==> src/design/stc_pkg.sv <==
// Constants, register map and field layout of the 16-bit timer/counter.
// Assumes an APB slave in front of the registers and a single 20 MHz clock.
//
// Contract
// - Sixteen-bit counter, byte writes update live count
// - Clock select: instruction clock or external pin
// - Internal source advances once per N cycles
// - External rising edges counted after prescaler
// - Sync-disable counts external edges asynchronously
// - Counter mode waits for falling edge first
// - Prescaler divides by one, two, four, eight
// - Prescaler hidden; cleared on count writes
// - Crystal oscillator runs while enabled, through sleep
// - Oscillator allowed only with suitable system clock
// - Oscillator forces shared pins to input
// - Asynchronous counting survives sleep, overflow wakes
// - Sync mode change may gain or lose one
// - No capture/compare time base when asynchronous
// - Rollover sets sticky overflow flag
// - Prescale codes 11,10,01,00 give 8,4,2,1
// - Run bit one counts, zero stops
// - Internal source ignores sync-disable bit
package stc_pkg;
  // ==========================================================
  // Register byte offsets
  localparam logic [7:0] OFF_CNT_LO = 8'h00;
  localparam logic [7:0] OFF_CNT_HI = 8'h04;
  localparam logic [7:0] OFF_CTRL = 8'h08;
  localparam logic [7:0] OFF_STAT = 8'h0C;
  localparam logic [7:0] OFF_PORT = 8'h10;
  // ==========================================================
  // Control register fields
  localparam int CTRL_W = 6;
  localparam int CB_RUN = 0;
  localparam int CB_SEL = 1;
  localparam int CB_NSYNC = 2;
  localparam int CB_OSC = 3;
  localparam int CB_PS_LO = 4;
  localparam int CB_PS_HI = 5;
  localparam logic [CTRL_W-1:0] CTRL_RST = 6'h00;
  // ==========================================================
  // Status and port register fields
  localparam int SB_OVF = 0;
  localparam int PB_DIR_A = 0;
  localparam int PB_DIR_B = 1;
  localparam int PB_DAT_A = 2;
  localparam int PB_DAT_B = 3;
  localparam logic [1:0] DIR_RST = 2'h3;
  localparam logic [1:0] LAT_RST = 2'h0;
  // ==========================================================
  // Timing and counts
  localparam logic [1:0] Q_LAST = 2'h3;
  localparam logic [15:0] CNT_MAX = 16'hFFFF;
  localparam logic [15:0] CNT_RST = 16'h0000;

  // Last prescale count for a select code: 0,1,3,7
  function automatic logic [2:0] ps_last(input logic [1:0] ps);
    unique case (ps)
      2'h0: ps_last = 3'h0;
      2'h1: ps_last = 3'h1;
      2'h2: ps_last = 3'h3;
      2'h3: ps_last = 3'h7;
    endcase
  endfunction : ps_last

  // Address hit on one register word
  function automatic logic reg_hit(input logic [7:0] a, input logic [7:0] off);
    reg_hit = (a == off);
  endfunction : reg_hit
endpackage : stc_pkg

==> src/design/stc_prescaler.sv <==
// Prescale counter: passes one of every N input pulses.
// Assumes in_pulse is a one-cycle pulse on clk; clr has priority.
`timescale 1ns/1ns
`default_nettype none
module stc_prescaler
  import stc_pkg::*;
(
  input wire logic clk,
  input wire logic rst_n,
  input wire logic clr,
  input wire logic [1:0] ps_sel,
  input wire logic in_pulse,
  output logic tick
);
  // ==========================================================
  // Counter
  logic [2:0] cnt_r;
  logic wrap;

  // Wrap when the count reaches the selected last value
  assign wrap = (cnt_r >= ps_last(ps_sel));
  assign tick = in_pulse & wrap & ~clr;

  // Count input pulses, cleared by count writes
  always_ff @(posedge clk or negedge rst_n) begin
    if (!rst_n) begin
      cnt_r <= 3'h0;
    end else if (clr) begin
      cnt_r <= 3'h0;
    end else if (in_pulse) begin
      cnt_r <= wrap ? 3'h0 : cnt_r + 3'h1;
    end
  end

  // ==========================================================
  // Checks
  ps_clear_a: assert property (@(posedge clk) disable iff (!rst_n) clr |=> cnt_r == 3'h0)
    else $error("prescaler not cleared by count write");
  ps_div_a: assert property (@(posedge clk) disable iff (!rst_n)
    (in_pulse && !clr && ps_sel == 2'h3 && cnt_r == 3'h0) |-> !tick)
    else $error("divide by eight ticked early");
endmodule : stc_prescaler
`default_nettype wire

==> src/design/stc_timer.sv <==
// Sixteen-bit timer/counter with APB registers and crystal pin control.
// Assumes clk is the 20 MHz oscillator; pins and sleep come from outside.
`timescale 1ns/1ns
`default_nettype none
module stc_timer
  import stc_pkg::*;
(
  input wire logic clk,
  input wire logic rst_n,
  input wire logic psel,
  input wire logic penable,
  input wire logic pwrite,
  input wire logic [7:0] paddr,
  input wire logic [31:0] pwdata,
  output logic [31:0] prdata,
  output logic pready,
  output logic pslverr,
  input wire logic external_count_clock_pin,
  input wire logic sleep_in,
  input wire logic lp_clock_ok,
  input wire logic shared_pin_a_in,
  output logic shared_pin_a_out,
  output logic shared_pin_a_oe,
  input wire logic shared_pin_b_in,
  output logic shared_pin_b_out,
  output logic shared_pin_b_oe,
  output logic crystal_osc_run,
  output logic overflow_flag,
  output logic wake_req,
  output logic timebase_valid,
  output logic [15:0] count_value
);
  // ==========================================================
  // Declarations
  logic [15:0] count_r;
  logic [CTRL_W-1:0] ctrl_r;
  logic flag_r;
  logic wake_r;
  logic osc_run_r;
  logic tb_valid_r;
  logic [1:0] dir_r;
  logic [1:0] lat_r;
  logic oe_a_r;
  logic oe_b_r;
  logic [1:0] q_cnt_r;
  logic ext_s1_r;
  logic ext_s2_r;
  logic ext_d_r;
  logic pa_s1_r;
  logic pa_s2_r;
  logic pb_s1_r;
  logic pb_s2_r;
  logic armed_r;
  logic pend_r;
  logic pready_r;
  logic pslverr_r;
  logic [31:0] prdata_r;
  logic [31:0] rd_nxt;
  logic osc_run_nxt;
  logic run;
  logic sel;
  logic nsync;
  logic ext_sync;
  logic ext_async;
  logic q_en;
  logic ext_rise;
  logic ext_fall;
  logic ps_in;
  logic tick;
  logic inc;
  logic ovf;
  logic apb_wr;
  logic setup;
  logic lo_wr;
  logic hi_wr;
  logic cnt_wr;
  logic ctrl_wr;
  logic stat_wr;
  logic port_wr;
  logic mapped;

  // ==========================================================
  // Control fields
  assign run = ctrl_r[CB_RUN];
  assign sel = ctrl_r[CB_SEL];
  assign nsync = ctrl_r[CB_NSYNC];
  assign ext_sync = sel & ~nsync;
  assign ext_async = sel & nsync;

  // ==========================================================
  // APB decode
  assign setup = psel & ~penable;
  assign apb_wr = psel & penable & pready_r & pwrite;
  assign lo_wr = apb_wr & reg_hit(paddr, OFF_CNT_LO);
  assign hi_wr = apb_wr & reg_hit(paddr, OFF_CNT_HI);
  assign ctrl_wr = apb_wr & reg_hit(paddr, OFF_CTRL);
  assign stat_wr = apb_wr & reg_hit(paddr, OFF_STAT);
  assign port_wr = apb_wr & reg_hit(paddr, OFF_PORT);
  assign cnt_wr = lo_wr | hi_wr;
  assign mapped = reg_hit(paddr, OFF_CNT_LO) | reg_hit(paddr, OFF_CNT_HI) | reg_hit(paddr, OFF_CTRL)
                | reg_hit(paddr, OFF_STAT) | reg_hit(paddr, OFF_PORT);

  // Ready and error answer in the access phase
  always_ff @(posedge clk or negedge rst_n) begin
    if (!rst_n) begin
      pready_r <= 1'b0;
      pslverr_r <= 1'b0;
    end else begin
      pready_r <= setup;
      pslverr_r <= setup & ~mapped;
    end
  end

  // Read mux; pins show forced values while the oscillator runs
  always_comb begin
    rd_nxt = 32'h0000_0000;
    if (reg_hit(paddr, OFF_CNT_LO)) begin
      rd_nxt[7:0] = count_r[7:0];
    end else if (reg_hit(paddr, OFF_CNT_HI)) begin
      rd_nxt[7:0] = count_r[15:8];
    end else if (reg_hit(paddr, OFF_CTRL)) begin
      rd_nxt[CTRL_W-1:0] = ctrl_r;
    end else if (reg_hit(paddr, OFF_STAT)) begin
      rd_nxt[SB_OVF] = flag_r;
    end else if (reg_hit(paddr, OFF_PORT)) begin
      rd_nxt[PB_DIR_A] = dir_r[0] | osc_run_r;
      rd_nxt[PB_DIR_B] = dir_r[1] | osc_run_r;
      rd_nxt[PB_DAT_A] = pa_s2_r & ~osc_run_r;
      rd_nxt[PB_DAT_B] = pb_s2_r & ~osc_run_r;
    end
  end

  // Read data captured at the setup edge
  always_ff @(posedge clk or negedge rst_n) begin
    if (!rst_n) begin
      prdata_r <= 32'h0000_0000;
    end else if (setup && !pwrite) begin
      prdata_r <= rd_nxt;
    end
  end

  // Control register
  always_ff @(posedge clk or negedge rst_n) begin
    if (!rst_n) begin
      ctrl_r <= CTRL_RST;
    end else if (ctrl_wr) begin
      ctrl_r <= pwdata[CTRL_W-1:0];
    end
  end

  // ==========================================================
  // Instruction clock enable, frozen during sleep
  always_ff @(posedge clk or negedge rst_n) begin
    if (!rst_n) begin
      q_cnt_r <= 2'h0;
    end else begin
      q_cnt_r <= q_cnt_r + 2'h1;
    end
  end
  assign q_en = (q_cnt_r == Q_LAST) & ~sleep_in;

  // ==========================================================
  // Pin synchronisers and external edge detect
  always_ff @(posedge clk or negedge rst_n) begin
    if (!rst_n) begin
      ext_s1_r <= 1'b0;
      ext_s2_r <= 1'b0;
      ext_d_r <= 1'b0;
      pa_s1_r <= 1'b0;
      pa_s2_r <= 1'b0;
      pb_s1_r <= 1'b0;
      pb_s2_r <= 1'b0;
    end else begin
      ext_s1_r <= external_count_clock_pin;
      ext_s2_r <= ext_s1_r;
      ext_d_r <= ext_s2_r;
      pa_s1_r <= shared_pin_a_in;
      pa_s2_r <= pa_s1_r;
      pb_s1_r <= shared_pin_b_in;
      pb_s2_r <= pb_s1_r;
    end
  end
  assign ext_rise = ext_s2_r & ~ext_d_r;
  assign ext_fall = ~ext_s2_r & ext_d_r;

  // Arm on a falling edge; disarm at reset, count write, fall while stopped
  always_ff @(posedge clk or negedge rst_n) begin
    if (!rst_n) begin
      armed_r <= 1'b0;
    end else if (cnt_wr) begin
      armed_r <= 1'b0;
    end else if (ext_fall) begin
      armed_r <= run;
    end
  end

  // ==========================================================
  // Prescaler input and increment
  assign ps_in = run & (sel ? (ext_rise & armed_r) : q_en);

  stc_prescaler u_ps (
    .clk(clk),
    .rst_n(rst_n),
    .clr(cnt_wr),
    .ps_sel(ctrl_r[CB_PS_HI:CB_PS_LO]),
    .in_pulse(ps_in),
    .tick(tick)
  );

  // Synchronous mode holds a tick until the next instruction cycle
  always_ff @(posedge clk or negedge rst_n) begin
    if (!rst_n) begin
      pend_r <= 1'b0;
    end else if (!ext_sync || cnt_wr || q_en) begin
      pend_r <= 1'b0;
    end else if (tick) begin
      pend_r <= 1'b1;
    end
  end
  assign inc = run & (ext_sync ? (q_en & (pend_r | tick)) : tick);
  assign ovf = inc & (count_r == CNT_MAX) & ~cnt_wr;

  // Live count; byte writes win over increments
  always_ff @(posedge clk or negedge rst_n) begin
    if (!rst_n) begin
      count_r <= CNT_RST;
    end else if (lo_wr) begin
      count_r[7:0] <= pwdata[7:0];
    end else if (hi_wr) begin
      count_r[15:8] <= pwdata[7:0];
    end else if (inc) begin
      count_r <= count_r + 16'h0001;
    end
  end

  // Sticky overflow flag, set wins over write-one clear
  always_ff @(posedge clk or negedge rst_n) begin
    if (!rst_n) begin
      flag_r <= 1'b0;
    end else if (ovf) begin
      flag_r <= 1'b1;
    end else if (stat_wr && pwdata[SB_OVF]) begin
      flag_r <= 1'b0;
    end
  end

  // Wake pulse on overflow in sleep, asynchronous mode only
  always_ff @(posedge clk or negedge rst_n) begin
    if (!rst_n) begin
      wake_r <= 1'b0;
    end else begin
      wake_r <= ovf & sleep_in & ext_async;
    end
  end

  // ==========================================================
  // Oscillator, time base and shared pins
  assign osc_run_nxt = ctrl_r[CB_OSC] & lp_clock_ok;

  always_ff @(posedge clk or negedge rst_n) begin
    if (!rst_n) begin
      osc_run_r <= 1'b0;
      tb_valid_r <= 1'b1;
      oe_a_r <= 1'b0;
      oe_b_r <= 1'b0;
    end else begin
      osc_run_r <= osc_run_nxt;
      tb_valid_r <= ~ext_async;
      oe_a_r <= ~osc_run_nxt & ~dir_r[0];
      oe_b_r <= ~osc_run_nxt & ~dir_r[1];
    end
  end

  // Port direction and output latches
  always_ff @(posedge clk or negedge rst_n) begin
    if (!rst_n) begin
      dir_r <= DIR_RST;
      lat_r <= LAT_RST;
    end else if (port_wr) begin
      dir_r <= {pwdata[PB_DIR_B], pwdata[PB_DIR_A]};
      lat_r <= {pwdata[PB_DAT_B], pwdata[PB_DAT_A]};
    end
  end

  // Outputs
  assign prdata = prdata_r;
  assign pready = pready_r;
  assign pslverr = pslverr_r;
  assign shared_pin_a_out = lat_r[0];
  assign shared_pin_b_out = lat_r[1];
  assign shared_pin_a_oe = oe_a_r;
  assign shared_pin_b_oe = oe_b_r;
  assign crystal_osc_run = osc_run_r;
  assign overflow_flag = flag_r;
  assign wake_req = wake_r;
  assign timebase_valid = tb_valid_r;
  assign count_value = count_r;

  // ==========================================================
  // Checks
  wr_low_a: assert property (@(posedge clk) disable iff (!rst_n)
    lo_wr |=> count_r[7:0] == $past(pwdata[7:0]))
    else $error("low byte write lost");
  int_rate_a: assert property (@(posedge clk) disable iff (!rst_n)
    (run && !sel && ctrl_r[CB_PS_HI:CB_PS_LO] == 2'h0 && q_en && !cnt_wr)
    |=> count_r == $past(count_r) + 16'h0001)
    else $error("internal count missed an instruction cycle");
  stop_hold_a: assert property (@(posedge clk) disable iff (!rst_n)
    (!run && !cnt_wr) |=> $stable(count_r))
    else $error("count moved while stopped");
  arm_gate_a: assert property (@(posedge clk) disable iff (!rst_n)
    (sel && !nsync && !armed_r && !pend_r && !cnt_wr) |=> $stable(count_r))
    else $error("counted before falling edge");
  flag_set_a: assert property (@(posedge clk) disable iff (!rst_n)
    (inc && count_r == CNT_MAX && !cnt_wr) |=> flag_r && count_r == CNT_RST)
    else $error("rollover did not set flag");
  flag_hold_a: assert property (@(posedge clk) disable iff (!rst_n)
    (flag_r && !(stat_wr && pwdata[SB_OVF])) |=> flag_r)
    else $error("flag cleared without software");
  pin_force_a: assert property (@(posedge clk) disable iff (!rst_n)
    osc_run_r |-> !shared_pin_a_oe && !shared_pin_b_oe)
    else $error("shared pin driven while oscillator runs");
  sync_ign_a: assert property (@(posedge clk) disable iff (!rst_n)
    (!sel ##1 !sel) |-> timebase_valid)
    else $error("internal source lost time base");
  wake_a: assert property (@(posedge clk) disable iff (!rst_n)
    (ovf && sleep_in && ext_async) |=> wake_req ##1 !wake_req)
    else $error("no wake pulse on sleep overflow");
  osc_ok_a: assert property (@(posedge clk) disable iff (!rst_n)
    !lp_clock_ok |=> !crystal_osc_run)
    else $error("oscillator ran without a suitable clock");

  ovf_c: cover property (@(posedge clk) disable iff (!rst_n) ovf);
  wake_c: cover property (@(posedge clk) disable iff (!rst_n) wake_r);
  ext_c: cover property (@(posedge clk) disable iff (!rst_n) inc && sel);
  osc_c: cover property (@(posedge clk) disable iff (!rst_n) osc_run_r && pready_r);
endmodule : stc_timer
`default_nettype wire

==> config.mk <==
export PLATFORM = sky130hd
export DESIGN_NAME = stc_timer
export DESIGN_NICKNAME = d
export VERILOG_FILES = /design/src/design/stc_pkg.sv /design/src/design/stc_prescaler.sv /design/src/design/stc_timer.sv
export SDC_FILE = /design/constraint.sdc
export NUM_CORES = 1
export LEC_CHECK = 0
export BUFFER_PORTS_ARGS = -buffer_cell sky130_fd_sc_hd__clkbuf_2
export CORE_UTILIZATION = 54
export DETAILED_ROUTE_END_ITERATION = 10
export PLACE_DENSITY_LB_ADDON = 0.12
export REMOVE_ABC_BUFFERS = 1
export SLEW_MARGIN = 20
export SYNTH_ARGS = -nofsm -noshare
export SYNTH_HDL_FRONTEND = slang
export SYNTH_HIERARCHICAL = 1
export SYNTH_SLANG_ARGS = --single-unit
==> constraint.sdc <==
create_clock -name clk -period 4.2 [get_ports clk]
set_clock_uncertainty 0.05 [all_clocks]
set_input_delay 0.63 -clock clk [delete_from_list [all_inputs] [get_ports clk]]
set_output_delay 0.63 -clock clk [all_outputs]
set_load 0.05 [all_outputs]
# After elaboration in Yosys (flattened, before gate mapping)
# Index checks and enable logic that the tools add are counted.
# totals
ff_bits	56
inputBits	50
output_inout_bits	58
elab_cells	130
# op_classes
add_sub_neg	3
magnitude_cmp	1
eq_ne	10
muxes	24
n_bitwise	51
reduce_logical	16
# op_table
cell	count
8-bit 2-to-1 mux	4
1-bit AND	30
16-bit by 1-bit adder with 16-bit output (second input constant)	1
16-bit == test (second input constant)	1
8-bit by 4-bit == test with 1-bit output (second input constant)	2
16-bit 2-to-1 mux	1
1-bit inverter	13
3-bit 2-to-1 mux	4
3-bit one-hot mux with 4 select lines	1
2-bit nonzero test	6
1-bit 2-to-1 mux	9
8-bit by 3-bit == test with 1-bit output (second input constant)	1
8-bit by 5-bit == test with 1-bit output (second input constant)	1
8-bit logical NOT	1
4-bit 2-to-1 mux	2
1-bit OR	8
2-bit == test (second input constant)	3
6-bit 2-to-1 mux	1
2-bit 2-to-1 mux	2
2-bit AND reduction	2
3-bit by 1-bit adder with 3-bit output (second input constant)	1
3-bit >= comparator	1
2-bit by 1-bit adder with 2-bit output (second input constant)	1
2-bit by 1-bit == test with 1-bit output (second input constant)	1
other kinds (5)	8

# Longest topological paths before layout
# depth
ltp_word	15
ltp_mapped	10

# Hierarchy
# The synthesis kept the hierarchy.
# by_module_without_submodules
mod	instances	cells_per_inst	area_each_um2	seq_area_each_um2
stc_timer	1	274	2887.8	1330.0
stc_prescaler	1	27	266.5	75.1

# Least setup slack after synthesis
# OpenSTA, ideal clock, no wires.
# synth_path
path_type	input port to flip-flop
from	input port paddr[0]
to	register count_r[15] (netlist: count_value[15])
setup_ns	0.121
arrival_ns	3.175
t_required_ns	4.029
setup_slack_ns	0.854
path_stages	9
path_cell_list	or4_4 > buf_6 > nor4_4 > and3b_2 > o221ai_1 > buf_2 > nor2_1 > a31o_1 > a22o_1
# synth_between
elab_chain_cells	11
elab_cells_between_ends	15
cone_classes	eq/ne: 1; mux: 2; bitwise: 9; reduce/logical: 3
# synth_rtl
item	line_no	text
start, declared	stc_timer.sv:13	input wire logic [7:0] paddr,
8-bit by 3-bit == test with 1-bit output or 8-bit logical NOT (tied branches)	stc_pkg.sv:68	reg_hit = (a == off);
1-bit AND, on equally long branches	stc_timer.sv:95, stc_timer.sv:94	
1-bit OR *	stc_timer.sv:99	assign cnt_wr = lo_wr | hi_wr;
via cnt_wr	stc_timer.sv:76	logic cnt_wr;
1-bit inverter *	stc_prescaler.sv:22	assign tick = in_pulse & wrap & ~clr;
1-bit AND *	stc_prescaler.sv:22	
via tick	stc_timer.sv:69	logic tick;
1-bit OR	stc_timer.sv:220	assign inc = run & (ext_sync ? (q_en & (pend_r | tick)) : tick);
1-bit AND	stc_timer.sv:220	
1-bit 2-to-1 mux *	stc_timer.sv:220	
1-bit AND *	stc_timer.sv:220	
2-bit nonzero test (no line) *	-	
2-bit AND reduction (no line) *	-	
end signal, assigned	stc_timer.sv:230	count_r[15:8] <= pwdata[7:0];
end signal, assigned	stc_timer.sv:232	count_r <= count_r + 16'h0001;
end, declared	stc_timer.sv:35	logic [15:0] count_r;
# The timed path passes the listed nets; every way through them passes the cells marked *.
# A chain may end at the register's enable or synchronous reset.

# Worst setup path after layout
# layout_path
from	input port paddr[0]
to	register count_r[5] (netlist: count_value[5])
# Same word-level chain as after synthesis.

==> summary.txt <==
Status: finished, final reports clean
CTS tree: built
1st-iter DRT viols: 143
Max-cap violations: 0
DRT Wirelength: 6.591 mm
CTS Hold Buffers Added: 0
Mux cell area share after synthesis: 0.08251
Post-synthesis sequential element count: 56
Post-CTS sizing: 0
Worst setup SP type: input port
DR pass1 iterations: 6
Fin crit period: 2.871 ns
Vias per inst: 5.417
Post-route worst setup slack: 1.329 ns
Starting Density: 0.5659
Final Hold Fails: 0
Setup TNS: 0 ns
CP Data Required Time: 4.36 ns
Fmax: 348.4 MHz
Dpl hpwl: 4.938 mm
WHS: 0.2814 ns
First-pass GRT wire length: 10.83 mm
RSZ-0062 raised after global routing: no
Grt ovf: 0
Total Power: 0.0009416 W
CP max FO: 17
Die ar.: 6151 um^2
Worst Max-Slew Pin Slew: 0.9023 ns
Number of diodes: 0
Setup-failing EPs final: 0
Setup CP Type: in -> reg
Placer Congestion: 0.7658
Fillcell total: 501
Gr usage total: 0.2307
Synth-to-Final Area Change: 10.12%
# rows: 27
Die height: 78.43 um
Final non-filler cell total: 429
Leak Pwr: 1.612 nW
Post-synthesis adder-cell area fraction: 0.02380
Dpl cells: 421
Die W: 78.43 um
HP Class: in -> async
Number of global-route vias before repair: 2163
VDD IR max: 0.2147 mV
Largest cells by area after synthesis: dfrtp_1, buf_4, xnor2_1
Largest net degree at the start of global routing: 33
DRC errors left: 0
Core area: 5574 um^2
Avg Inst Size Synth: 10.48 um^2
Pwr/cell area: 271.1 nW/um^2
Final count of pins violating max slew: 0
Detail Route Antenna Nets: 0
Clock Sinks: 56
Routed wire per std cell: 15.36 um
Clock buffer count from CTS: 5
CTS Buffer Depth: 2
Mapped Area: 3154 um^2
Number of synthesized flops with an enable pin: 0
RR Startpoint: ctrl_r[5]
Rel. slew slack: 0.3959
Largest family of logic cells by synthesized area: simple AND/OR/NAND/NOR gates
Simple-gate share of the synthesized area: 0.2039
Worst setup path start: paddr[0]
Crit path DAT: 3.03 ns
Share of layout cells above drive strength 1: 0.2829
Ports: 108
# Post-CTS Setup Buffers: 0
Synth top area share: 0.4205
Sequential share of the synthesized area: 0.4455
Async S/R FF share, synth: 1.000
Placement Setup Slack: 1.019 ns
Dominant register cell in the synthesized netlist: dfrtp_1
Nets: 412
Vias: 2324
Port bufs: 59
Post-synthesis xor/xnor area fraction: 0.03887
Final Cycle Share: 0.6835
CTS clk-pin slew, worst paths: 0.09 ns
R2R cell count: 10
Clk_lat worst skew: 0.31 ns
Antenna violations before repair: 0
Dominant cell type by area after synthesis: dfrtp_1
Clk root buf: clkbuf_8
Synth Instances: 301
Compound-Gate Fraction of Synth Area: 0.1127
Worst setup EP type: flop
Syn. warnings: 6
Htree depth: 2
Synth cell types: 65
cell type report:
class                   count  area (um^2)  area share
repair buffers             64        332.8     0.09582
clock buffers               8        80.08     0.02305
well taps                  72        90.09     0.02594
flip-flops and latches     56         1405      0.4045
inverters                   5        18.77    0.005403
multi-input cells         224         1546      0.4452
routing by layer:
metal	vias up	share of wire	track usage
met5	-	0	0
met4	0	0.0086	0.05926
met3	6	0.034	0.04651
met2	52	0.47	0.3474
met1	1128	0.49	0.3402
li1	1138	-	-
cell usage in the layout (no fill, tap or decap), types with 5 or more instances in the layout:
cell	netlist	final
mux2i_1	8	8
mux2_2	6	6
dfrtp_1	53	53
mux2_4	6	6
o21ai_0	18	18
ha_1	6	6
clkbuf_8	0	5
nand4_1	5	5
xnor2_1	13	13
nor3_1	6	6
buf_4	25	5
clkbuf_2	1	59
nand2b_1	7	7
nor4_1	9	9
nand2_1	29	29
nand3_1	7	7
conb_1	1	24
inv_1	5	5
nor2_1	14	14
path summary, 6_finish.rpt:
kind | end | slack [ns]
setup / recovery | count_value[5] | 1.33
hold / removal | prdata[7] | 0.28
setup reg to reg | count_value[10] | 1.45
hold reg to reg | pa_s2_r | 0.31
max in group asynchronous | timebase_valid | 2.93
min in group clk | pa_s2_r | 0.31
registers in the layout, indices dropped and copies added (netlist names), 2 cells and up:
register / cells
u_ps/cnt_r: 3
q_cnt_r: 2
lat_r: 2
prdata: 8
dir_r: 2
ctrl_r: 6
count_value: 16
cell usage after synthesis (2+ instances only):
cell type  count
nand2_1       29
ha_1           6
nor4_4         2
a21oi_1        4
buf_2          5
a32oi_1        2
nand3b_1       3
nor2_1        14
nor4_1         9
clkbuf_1       5
mux2i_1        8
dfrtp_1       53
o21a_1         2
a31oi_1        2
nand2b_1       7
o41ai_1        2
mux2_2         6
nor2b_1        4
buf_6          3
o31ai_1        2
mux2_4         6
dfstp_2        3
nor3_1         6
buf_4         25
nand4_1        5
or2_2          4
a221oi_1       2
or2_1          2
o21ai_0       18
a21o_1         3
xnor2_1       13
nand3_1        7
a2111oi_0      3
inv_1          5
through the flow:
stage	util	instance area (um^2)
2_1_floorplan	-	2970
3_3_place_gp	0.6088	3393
3_5_place_dp	0.6088	3393
4_1_cts	0.6231	3473
5_1_grt	0.6231	3473
6_report	0.6231	3473
critical path, cell delays in order:
cell,delay [ns]
clkbuf_2,0.08
or4_4,0.60
nor4_4,0.27
buf_4,0.25
and3b_2,0.24
o221ai_1,0.20
buf_4,0.25
nor4_1,0.10
xor2_1,0.15
mux2_2,0.27
logic make-up after synthesis:
kind of cell             Yosys count
AO/OA/AOI/OAI                     51
flip-flops                        56
AND/OR/NAND/NOR                  108
adder cells (fa/ha/maj)            6
buffers and inverters             44
multiplexers                      21
XOR/XNOR                          14
other                              1
report_power, final:
part           total (W)  switching [W]  internal, W
clock           0.000282       0.000163     0.000119
combinational   0.000111      0.0000905    0.0000202
sequential      0.000549     0.00000381     0.000545
total           0.000942       0.000257     0.000684
(Power assumes the default switching activity.)
